`config.mk`:
```
export PLATFORM = sky130hd
export DESIGN_NAME = bbx_exec
export DESIGN_NICKNAME = d
export VERILOG_FILES = /design/src/design/bbx_pkg.sv /design/src/design/bbx_exec.sv /design/src/design/bbx_quarter_gen.sv
export SDC_FILE = /design/constraint.sdc
export NUM_CORES = 1
export LEC_CHECK = 0
export BUFFER_PORTS_ARGS = -buffer_cell sky130_fd_sc_hd__buf_2
export CELL_PAD_IN_SITES_DETAIL_PLACEMENT = 1
export CELL_PAD_IN_SITES_GLOBAL_PLACEMENT = 1
export CORE_UTILIZATION = 40
export DETAILED_ROUTE_END_ITERATION = 8
export PLACE_DENSITY_LB_ADDON = 0.1
export SKIP_LAST_GASP = 1
export SYNTH_ARGS = -nofsm -noshare
export SYNTH_HDL_FRONTEND = slang
export SYNTH_HIERARCHICAL = 1
export SYNTH_SLANG_ARGS = --single-unit
```
`constraint.sdc`:
```
create_clock -name i_clk -period 3.3 [get_ports i_clk]
set_clock_uncertainty 0.15 [all_clocks]
set_input_delay 0.66 -clock i_clk [delete_from_list [all_inputs] [get_ports i_clk]]
set_output_delay 0.66 -clock i_clk [all_outputs]
set_load 0.02 [all_outputs]
```
`src/design/bbx_pkg.sv`:
```
// package for the branch and bit-set execution block
// assumes a single 10 MHz core clock with four quarter phases per cycle
package bbx_pkg;

  // ==========================================================
  // widths
  localparam int PC_W   = 21;
  localparam int DATA_W = 8;
  localparam int ADDR_W = 12;
  localparam int INSN_W = 16;

  // ==========================================================
  // opcode encodings
  localparam logic [7:0] OPC_BRANCH_NOT_ZERO = 8'hE1;
  localparam logic [7:0] OPC_BRANCH_NOT_OVF  = 8'hE5;
  localparam logic [4:0] OPC_BRANCH_ALWAYS   = 5'h1A;
  localparam logic [3:0] OPC_SET_FILE_BIT    = 4'h8;

  // ==========================================================
  // instruction field positions
  localparam int SHORT_OFS_MSB = 7;
  localparam int LONG_OFS_MSB  = 10;
  localparam int FILE_ADDR_MSB = 7;
  localparam int ACCESS_POS    = 8;
  localparam int BIT_LSB       = 9;
  localparam int BIT_MSB       = 11;

  // access bank split: low half of bank 0, high half of top bank
  localparam logic [7:0] ACCESS_SPLIT = 8'h80;
  localparam logic [3:0] ACCESS_HIGH_BANK = 4'hF;
  localparam logic [3:0] ACCESS_LOW_BANK  = 4'h0;

  // ==========================================================
  // reset values and step
  localparam logic [PC_W-1:0] PC_RESET = 21'h000000;
  localparam logic [PC_W-1:0] PC_STEP  = 21'h000002;
  localparam logic [1:0]      Q_FIRST  = 2'h0;

  // ==========================================================
  // carrier types
  typedef struct packed {
    logic             valid;
    logic [INSN_W-1:0] word;
  } bbx_insn_s;

  typedef struct packed {
    logic              en;
    logic [ADDR_W-1:0] addr;
    logic [DATA_W-1:0] data;
  } bbx_mem_s;

  typedef enum logic [3:0] {
    Q1 = 4'b0001,
    Q2 = 4'b0010,
    Q3 = 4'b0100,
    Q4 = 4'b1000
  } bbx_quarter_e;

endpackage

```
`src/design/bbx_exec.sv`:
```
// execution unit for relative branches and the file bit-set instruction
// assumes fetch presents one instruction word per instruction cycle,
// held stable from q1 through q4, and memory read data valid in q3
module bbx_exec (
  input  wire logic                          i_clk,
  input  wire logic                          i_reset,
  input  bbx_pkg::bbx_insn_s                 i_insn,
  input  wire logic [bbx_pkg::PC_W-1:0]      i_pc,
  input  wire logic                          i_zero,
  input  wire logic                          i_overflow,
  input  wire logic [3:0]                    i_bank_select_value,
  input  wire logic [bbx_pkg::DATA_W-1:0]    i_rd_data,
  output logic                               o_rd_en,
  output logic [bbx_pkg::ADDR_W-1:0]         o_rd_addr,
  output bbx_pkg::bbx_mem_s                  o_wr,
  output logic                               o_pc_load,
  output logic [bbx_pkg::PC_W-1:0]           o_pc_target,
  output logic                               o_flush,
  output logic [3:0]                         o_quarter
);
  import bbx_pkg::*;

  // ==========================================================
  // quarter phases
  bbx_quarter_e quarter;

  bbx_quarter_gen u_quarter (
    .i_clk     (i_clk),
    .i_reset   (i_reset),
    .o_quarter (quarter)
  );

  // ==========================================================
  // decode
  logic              is_branch_not_zero;
  logic              is_branch_not_ovf;
  logic              is_branch_always;
  logic              is_set_file_bit;
  logic              take;
  logic [PC_W-1:0]   ofs_ext;
  logic [ADDR_W-1:0] file_addr;

  always_comb begin
    is_branch_not_zero = i_insn.valid &&
      (i_insn.word[15:8] == OPC_BRANCH_NOT_ZERO);
    is_branch_not_ovf  = i_insn.valid &&
      (i_insn.word[15:8] == OPC_BRANCH_NOT_OVF);
    is_branch_always   = i_insn.valid &&
      (i_insn.word[15:11] == OPC_BRANCH_ALWAYS);
    is_set_file_bit    = i_insn.valid &&
      (i_insn.word[15:12] == OPC_SET_FILE_BIT);
    take = (is_branch_not_zero && !i_zero) ||
           (is_branch_not_ovf && !i_overflow) || is_branch_always;
    if (is_branch_always) begin
      ofs_ext = PC_W'(signed'(i_insn.word[LONG_OFS_MSB:0]));
    end else begin
      ofs_ext = PC_W'(signed'(i_insn.word[SHORT_OFS_MSB:0]));
    end
    if (i_insn.word[ACCESS_POS]) begin
      file_addr = {i_bank_select_value, i_insn.word[FILE_ADDR_MSB:0]};
    end else if (i_insn.word[FILE_ADDR_MSB:0] >= ACCESS_SPLIT) begin
      file_addr = {ACCESS_HIGH_BANK, i_insn.word[FILE_ADDR_MSB:0]};
    end else begin
      file_addr = {ACCESS_LOW_BANK, i_insn.word[FILE_ADDR_MSB:0]};
    end
  end

  // ==========================================================
  // branch group: offset latch, target, pc load, nop slot
  logic            nop_cycle;
  logic            next_nop_cycle;
  logic [PC_W-1:0] ofs_lit;
  logic [PC_W-1:0] next_ofs_lit;
  logic [PC_W-1:0] target;
  logic [PC_W-1:0] next_target;
  logic            next_pc_load;
  logic [PC_W-1:0] next_pc_target;
  logic            next_flush;

  always_comb begin
    next_nop_cycle = nop_cycle;
    next_ofs_lit   = ofs_lit;
    next_target    = target;
    next_pc_load   = 1'b0;
    next_pc_target = o_pc_target;
    next_flush     = 1'b0;
    // the instruction slot after a taken branch is forced to nothing
    if (nop_cycle) begin
      if (quarter == Q4) begin
        next_nop_cycle = 1'b0;
      end
    end else begin
      case (quarter)
        Q1: begin
          // decode only
        end
        Q2: begin
          next_ofs_lit = ofs_ext;
        end
        Q3: begin
          // carry beyond width dropped
          // a whole clock for the adder ahead of the q4 load
          next_target = i_pc + PC_STEP + (ofs_lit << 1);
        end
        Q4: begin
          // taken costs a second cycle
          // flags are read only here, at the last quarter
          if (take) begin
            next_pc_load   = 1'b1;
            next_pc_target = target;
            next_flush     = 1'b1;
            next_nop_cycle = 1'b1;
          end
        end
        default: begin
          next_nop_cycle = 1'b0;
        end
      endcase
    end
  end

  // ==========================================================
  // bit-set group: read, modify, write back
  logic [DATA_W-1:0] mod_data;
  logic [DATA_W-1:0] next_mod_data;
  logic              next_rd_en;
  logic [ADDR_W-1:0] next_rd_addr;
  bbx_mem_s          next_wr;
  logic [DATA_W-1:0] bit_mask;

  always_comb begin
    next_mod_data = mod_data;
    next_rd_en    = 1'b0;
    next_rd_addr  = o_rd_addr;
    next_wr       = '0;
    bit_mask      = DATA_W'(1) << i_insn.word[BIT_MSB:BIT_LSB];
    // memory is left alone in the slot after a taken branch
    if (is_set_file_bit && !nop_cycle) begin
      case (quarter)
        Q1: begin
          // decode only
        end
        Q2: begin
          next_rd_en   = 1'b1;
          next_rd_addr = file_addr;
        end
        Q3: begin
          // force bit to one
          // read data must be settled in q3, no wait states
          next_mod_data = i_rd_data | bit_mask;
        end
        Q4: begin
          // write back in q4
          // reuse the read address, bank select may change mid-cycle
          next_wr.en   = 1'b1;
          next_wr.addr = o_rd_addr;
          next_wr.data = mod_data;
        end
        default: begin
          next_wr = '0;
        end
      endcase
    end
  end

  // ==========================================================
  // registers
  // flags are never driven here, so all four instructions leave them intact
  always_ff @(posedge i_clk) begin
    if (i_reset) begin
      nop_cycle   <= 1'b0;
      ofs_lit     <= '0;
      target      <= PC_RESET;
      o_pc_load   <= 1'b0;
      o_pc_target <= PC_RESET;
      o_flush     <= 1'b0;
    end else begin
      nop_cycle   <= next_nop_cycle;
      ofs_lit     <= next_ofs_lit;
      target      <= next_target;
      o_pc_load   <= next_pc_load;
      o_pc_target <= next_pc_target;
      o_flush     <= next_flush;
    end
  end

  always_ff @(posedge i_clk) begin
    if (i_reset) begin
      mod_data  <= '0;
      o_rd_en   <= 1'b0;
      o_rd_addr <= '0;
      o_wr      <= '0;
    end else begin
      mod_data  <= next_mod_data;
      o_rd_en   <= next_rd_en;
      o_rd_addr <= next_rd_addr;
      o_wr      <= next_wr;
    end
  end

  // quarter echo, one clock behind the internal phase
  always_ff @(posedge i_clk) begin
    if (i_reset) begin
      o_quarter <= Q1;
    end else begin
      o_quarter <= quarter;
    end
  end

endmodule

```
`src/design/bbx_quarter_gen.sv`:
```
// quarter phase generator: one-hot q1..q4 enables per instruction cycle
// assumes synchronous active-high reset on the core clock
module bbx_quarter_gen (
  input  wire logic                  i_clk,
  input  wire logic                  i_reset,
  output bbx_pkg::bbx_quarter_e      o_quarter
);
  import bbx_pkg::*;

  bbx_quarter_e quarter;
  bbx_quarter_e next_quarter;

  always_comb begin
    case (quarter)
      Q1:      next_quarter = Q2;
      Q2:      next_quarter = Q3;
      Q3:      next_quarter = Q4;
      Q4:      next_quarter = Q1;
      default: next_quarter = Q1;
    endcase
  end

  always_ff @(posedge i_clk) begin
    if (i_reset) begin
      quarter <= Q1;
    end else begin
      quarter <= next_quarter;
    end
  end

  assign o_quarter = quarter;

endmodule

```
* Word level (Yosys, flattened, before mapping)
Cells that the tools add are included.
** Storage, ports and cells
- Flip-flop bits (word level) :: 114
- Latch bits :: 0
- Bits in writable memories :: 0
- Memory bits (read-only) :: 0
- Input port bits :: 54
- Output and inout bits :: 61
- Logic and storage cells :: 59
- Memories kept :: 0
** Cells by class
- $add $sub $neg :: 2
- $mul :: 0
- Divide/modulo/power cells :: 0
- $lt $le $gt $ge :: 1
- Equality and inequality tests :: 8
- Shift operators :: 1
- Muxes and demuxes :: 10
- Bitwise gates (word level) :: 4
- Reduce and logical (&&, ||, !) cells :: 20
** Operator list (number)
- 2-to-1 mux 12 bit :: 2
- adder 21 x 2 -> 21 bit, second input constant :: 1
- adder 21 bit :: 1
- 2-to-1 mux 21 bit :: 1
- 2-to-1 mux 20 bit :: 1
- equality test 8 bit, second input constant :: 2
- case mux 4 bit (3 select lines) :: 1
- equality test 4 bit, second input constant :: 2
- >= comparator 8 bit, second input constant :: 1
- OR 8 bit :: 1
- AND reduction 2 bit :: 4
- << shifter 1 x 3 -> 8 bit, first input constant :: 1
- logical AND 1 bit :: 7
- equality test 5 bit, second input constant :: 1
- 2-to-1 mux 1 bit :: 5
- equality test 4 x 1 -> 1 bit, second input constant :: 1
- equality test 4 x 2 -> 1 bit, second input constant :: 1
- equality test 4 x 3 -> 1 bit, second input constant :: 1
- OR reduction 2 bit :: 2
- zero test 1 bit :: 3
- inverter 1 bit :: 3
- AND reduction 3 bit :: 1
- OR reduction 3 bit :: 1
- logical OR 1 bit :: 2

* Logic depth before layout (Yosys ltp)
- Word-level depth :: 8
- Mapped depth :: 12
- Mapped depth without buffers :: 12

* Cells and area by module
Netlist, hierarchy kept.
** Modules (own cells, without submodules)
- bbx_exec :: times used 1, cells an instance 517, area each 4760.8 µm²
- bbx_quarter_gen :: times used 1, cells an instance 12, area each 142.6 µm²

* Worst setup path after synthesis
Ideal clock, no wire load.
- Path type :: in2reg
- Start :: input i_pc[16] (netlist bit)
- End :: register target[19]
- Library setup time :: 0.117 ns
- Data arrival time :: 2.604 ns
- Required time :: 3.033 ns
- Slack :: 0.428 ns
- Cell stages on the path :: 8
- Buffers on the path :: 1
- Cell sequence :: ha_1 > ha_1 > buf_6 > a21o_1 > a21o_1 > a221o_1 > or3_1 > a32o_1
** Between the ends
- Cells in the longest elaborated chain, start to end :: 2
** RTL lines
- start, declared :: RTL line bbx_exec.sv:8 : input wire logic [bbx_pkg::PC_W-1:0] i_pc,
- adder 21 x 2 -> 21 bit :: RTL line bbx_exec.sv:103 : next_target = i_pc + PC_STEP + (ofs_lit << 1);
- adder 21 bit :: RTL line bbx_exec.sv:103
- end signal, assigned :: RTL line bbx_exec.sv:180 : target <= next_target;
- end, declared :: RTL line bbx_exec.sv:74 : logic [PC_W-1:0] target;
No other way between the ends.
A chain may end at the register's enable or synchronous reset.

* Final worst setup path
- Start :: register ofs_lit[18]
- End :: register target[19]
** Between the ends
- Cells in the longest elaborated chain, start to end :: 1
** RTL lines
- start, declared :: RTL line bbx_exec.sv:72 : logic [PC_W-1:0] ofs_lit;
- start signal, assigned :: RTL line bbx_exec.sv:179 : ofs_lit <= next_ofs_lit;
- adder 21 bit :: RTL line bbx_exec.sv:103
No other way between the ends.

==> results_dict.tcl <==
set metrics [dict create \
    regArea_mm2 0.00210 \
    synth_compound_area_frac 0.142 \
    synthAdderAreaFrac 0.0985 \
    synth_seq_cells 105 \
    port_buffers 114 \
    row_count 40 \
    area_delta_synth_final_pct 20.0 \
    place.gp.congestion 0.855 \
    cts_hold_buf 0 \
    vias 4129 \
    drtIter0Drc 184 \
    num_io_pins 115 \
    min_period_ps 2860 \
    synthXorXnorAreaFrac 0.0179 \
    holdPathStages 2 \
    drc 0 \
    setup_tns_ps 0 \
    drv_slew 0 \
    synth.area.top_cells "dfxtp_1 43%, ha_1 9.4%, mux2i_1 8.4%, nor2_1 5.8%, a21oi_1 3.7%" \
    numCtsBuffers 9 \
    drtPass1Iterations 4 \
    path_common_cell "ha_1" \
    synth_nets 621 \
    synth_enable_flop_cells 0 \
    cts_resized 0 \
    syn_inst 529 \
    min_from "target[9]$_SDFFE_PP0P_" \
    cp.arrival_ps 2950 \
    critPathMaxStageDelay_ps 510 \
    ys_types 52 \
    grt_util_all_layers 0.209 \
    p_leak_uw 0.00266 \
    final_common_cell "buf_2" \
    drive_above_1_share 0.240 \
    clockRootBuffer "clkbuf_16" \
    r2r_cells 7 \
    pwr_density_cell_mw_per_mm2 463 \
    r2r-start "ofs_lit[18]$_SDFFE_PP0P_" \
    status "finished, final reports clean" \
    multi_input_area_mm2 0.00261 \
    worst_pin_slew_ps 816 \
    layout.nets 729 \
    path_max_fanout 10 \
    cp_data_required_time_ps 3390 \
    syn-cell-area_mm2 0.00490 \
    post-route-period-util 0.866 \
    peakVddDrop_mv 0.265 \
    finalHoldViolCount 0 \
    final-setup-viol-count 0 \
    antennaDiodeCount 0 \
    die-width_um 113 \
    die-area_mm2 0.0127 \
    final_cell_mix "114 x buf_2, 105 x dfxtp_1, 76 x nor2_1" \
    worst_hold_path.endpoint "target[9]$_SDFFE_PP0P_" \
    synth_flop_cell "dfxtp_1" \
    cp_slowest_cell "dfxtp_1" \
    clkTransAtPathRegs_ps 80 \
    yosysTopAreaCellShare 0.429 \
    rsz0062_at_grt "no" \
    clockBufferDepth 2 \
    overflow 0 \
    async_flop_share 0 \
    muxShareOfSynthArea 0.0860 \
    dp_hpwl_um 9650 \
    ant_nets 0 \
    r2r_end "target[19]$_SDFFE_PP0P_" \
    startpoint_type "flop" \
    drv_cap 0 \
    fill_cells 1428 \
    grt_antenna_before_repair 0 \
    crit_chain "buf_4, ha_1, ha_1, and4_2, a221o_1, or3_1, a32o_1" \
    clk_latency_ps 350 \
    crit_path_end_kind "flop" \
    critPathKind "flop to flop" \
    grt_pass1_wl_um 20900 \
    relSlewSlack 0.456 \
    postCtsSetupRepairBufs 0 \
    rrSetupSlack_ps 440 \
    synth_top_family_by_area "simple AND/OR/NAND/NOR gates" \
    max_freq_mhz 350 \
    grt_pass1_vias 4214 \
    die_h_um 113 \
    synth_top_cell_by_area "dfxtp_1" \
    yosys.area_share.simple 0.188 \
    synth.avg_cell_area_um2 9.27 \
    wl_per_cell_um 16.1 \
    cts_tree "yes" \
    critPathTopFamily "adder cells" \
    htreeDepth 3 \
    viasPerCell 5.24 \
    placeableCoreArea_mm2 0.0120 \
    worst_hold_path_type "flop to flop" \
    crit_cells 7 \
    initial_core_util 0.410 \
    critical_path_buf_inv_count 1 \
    synth-seq-area-share 0.429 \
    cts_num_sinks 105 \
    ys_warn_count 6 \
    wirelength_um 12700 \
    grt_max_degree 34 \
    power.total_uw 2720 \
]
state kept, by name, summed over array words and instances (netlist names):
name                 flops
o_pc_target             21
o_wr                    21
target                  21
o_rd_addr               12
ofs_lit                 11
mod_data                 8
o_quarter                4
u_quarter/o_quarter      4
nop_cycle                1
o_flush                  1
o_rd_en                  1
synthesized netlist by cell type, drive strengths merged, types with 3 or more instances:
master  number
a211oi      16
o211ai       3
nor2        78
xor2         5
nand2       28
dfxtp      105
nor3         5
mux2i       41
xnor2        5
a21oi       36
nand3       11
o21ai       17
clkbuf      16
and3         3
inv         10
nand3b      10
ha          37
and2        20
o21a         4
nor2b        8
nand4        4
a31oi       10
nand2b       3
buf         14
a21o         8
or3          6
worst max path at each step:
| stage | startpoint | to |
|---|---|---|
| final | ofs_lit[18]$_SDFFE_PP0P_ | target[19]$_SDFFE_PP0P_ |
| after global placement | i_pc[11] | target[18]$_SDFFE_PP0P_ |
| after CTS | ofs_lit[18]$_SDFFE_PP0P_ | target[19]$_SDFFE_PP0P_ |
| after detailed placement | i_pc[2] | target[20]$_SDFFE_PP0P_ |
| after floorplan | i_pc[16] | target[19]$_SDFFE_PP0P_ |
| after global routing | ofs_lit[18]$_SDFFE_PP0P_ | target[17]$_SDFFE_PP0P_ |
worst min-delay path: cells and delay by family, from the launching register on:
| family | cells | cell delay, ps |
|---|---|---|
| AND/OR/NAND/NOR | 1 | 50 |
| flip-flops | 1 | 310 |
| AO/OA/AOI/OAI | 1 | 50 |
layout make-up:
class | instances | area share
Inverter | 10 | 0.00638
Clock inverter | 5 | 0.00680
Timing Repair Buffer | 127 | 0.114
Multi-Input combinational cell | 384 | 0.444
Sequential cell | 105 | 0.357
Clock buffer | 10 | 0.0406
Tap cell | 147 | 0.0313
routing by layer:
metal,GRT usage,share of wire
met5,0,0
met1,0.281,0.49
met2,0.340,0.47
met4,0.0587,0.0060
met3,0.0428,0.029
cell families after synthesis:
group,Yosys count
simple gates,186
compound gates,108
flops,105
mux,42
buf+inv,40
fa+ha+maj,38
xor+xnor,10
power by group:
group          switching, uW  internal (uW)  total (uW)  leakage [uW]
logic                    230            164         394       0.00168
clock network            486            535        1020      0.000133
registers               21.2           1290        1310      0.000847
total                    737           1990        2720       0.00266
through the flow:
step                      hold WS, ps  instances  setup WS (ps)  instance area [um2]   util
after detailed placement          299        773            176                 5610  0.469
after CTS                         308        788            424                 5880  0.492
after global routing              337        788            245                 5880  0.492
final                             309        788            443                 5880  0.492
after global placement            287        773            230                 5610  0.469
after floorplan                   275        529            428                 4900      -
Power figures use the tool's default switching activity.
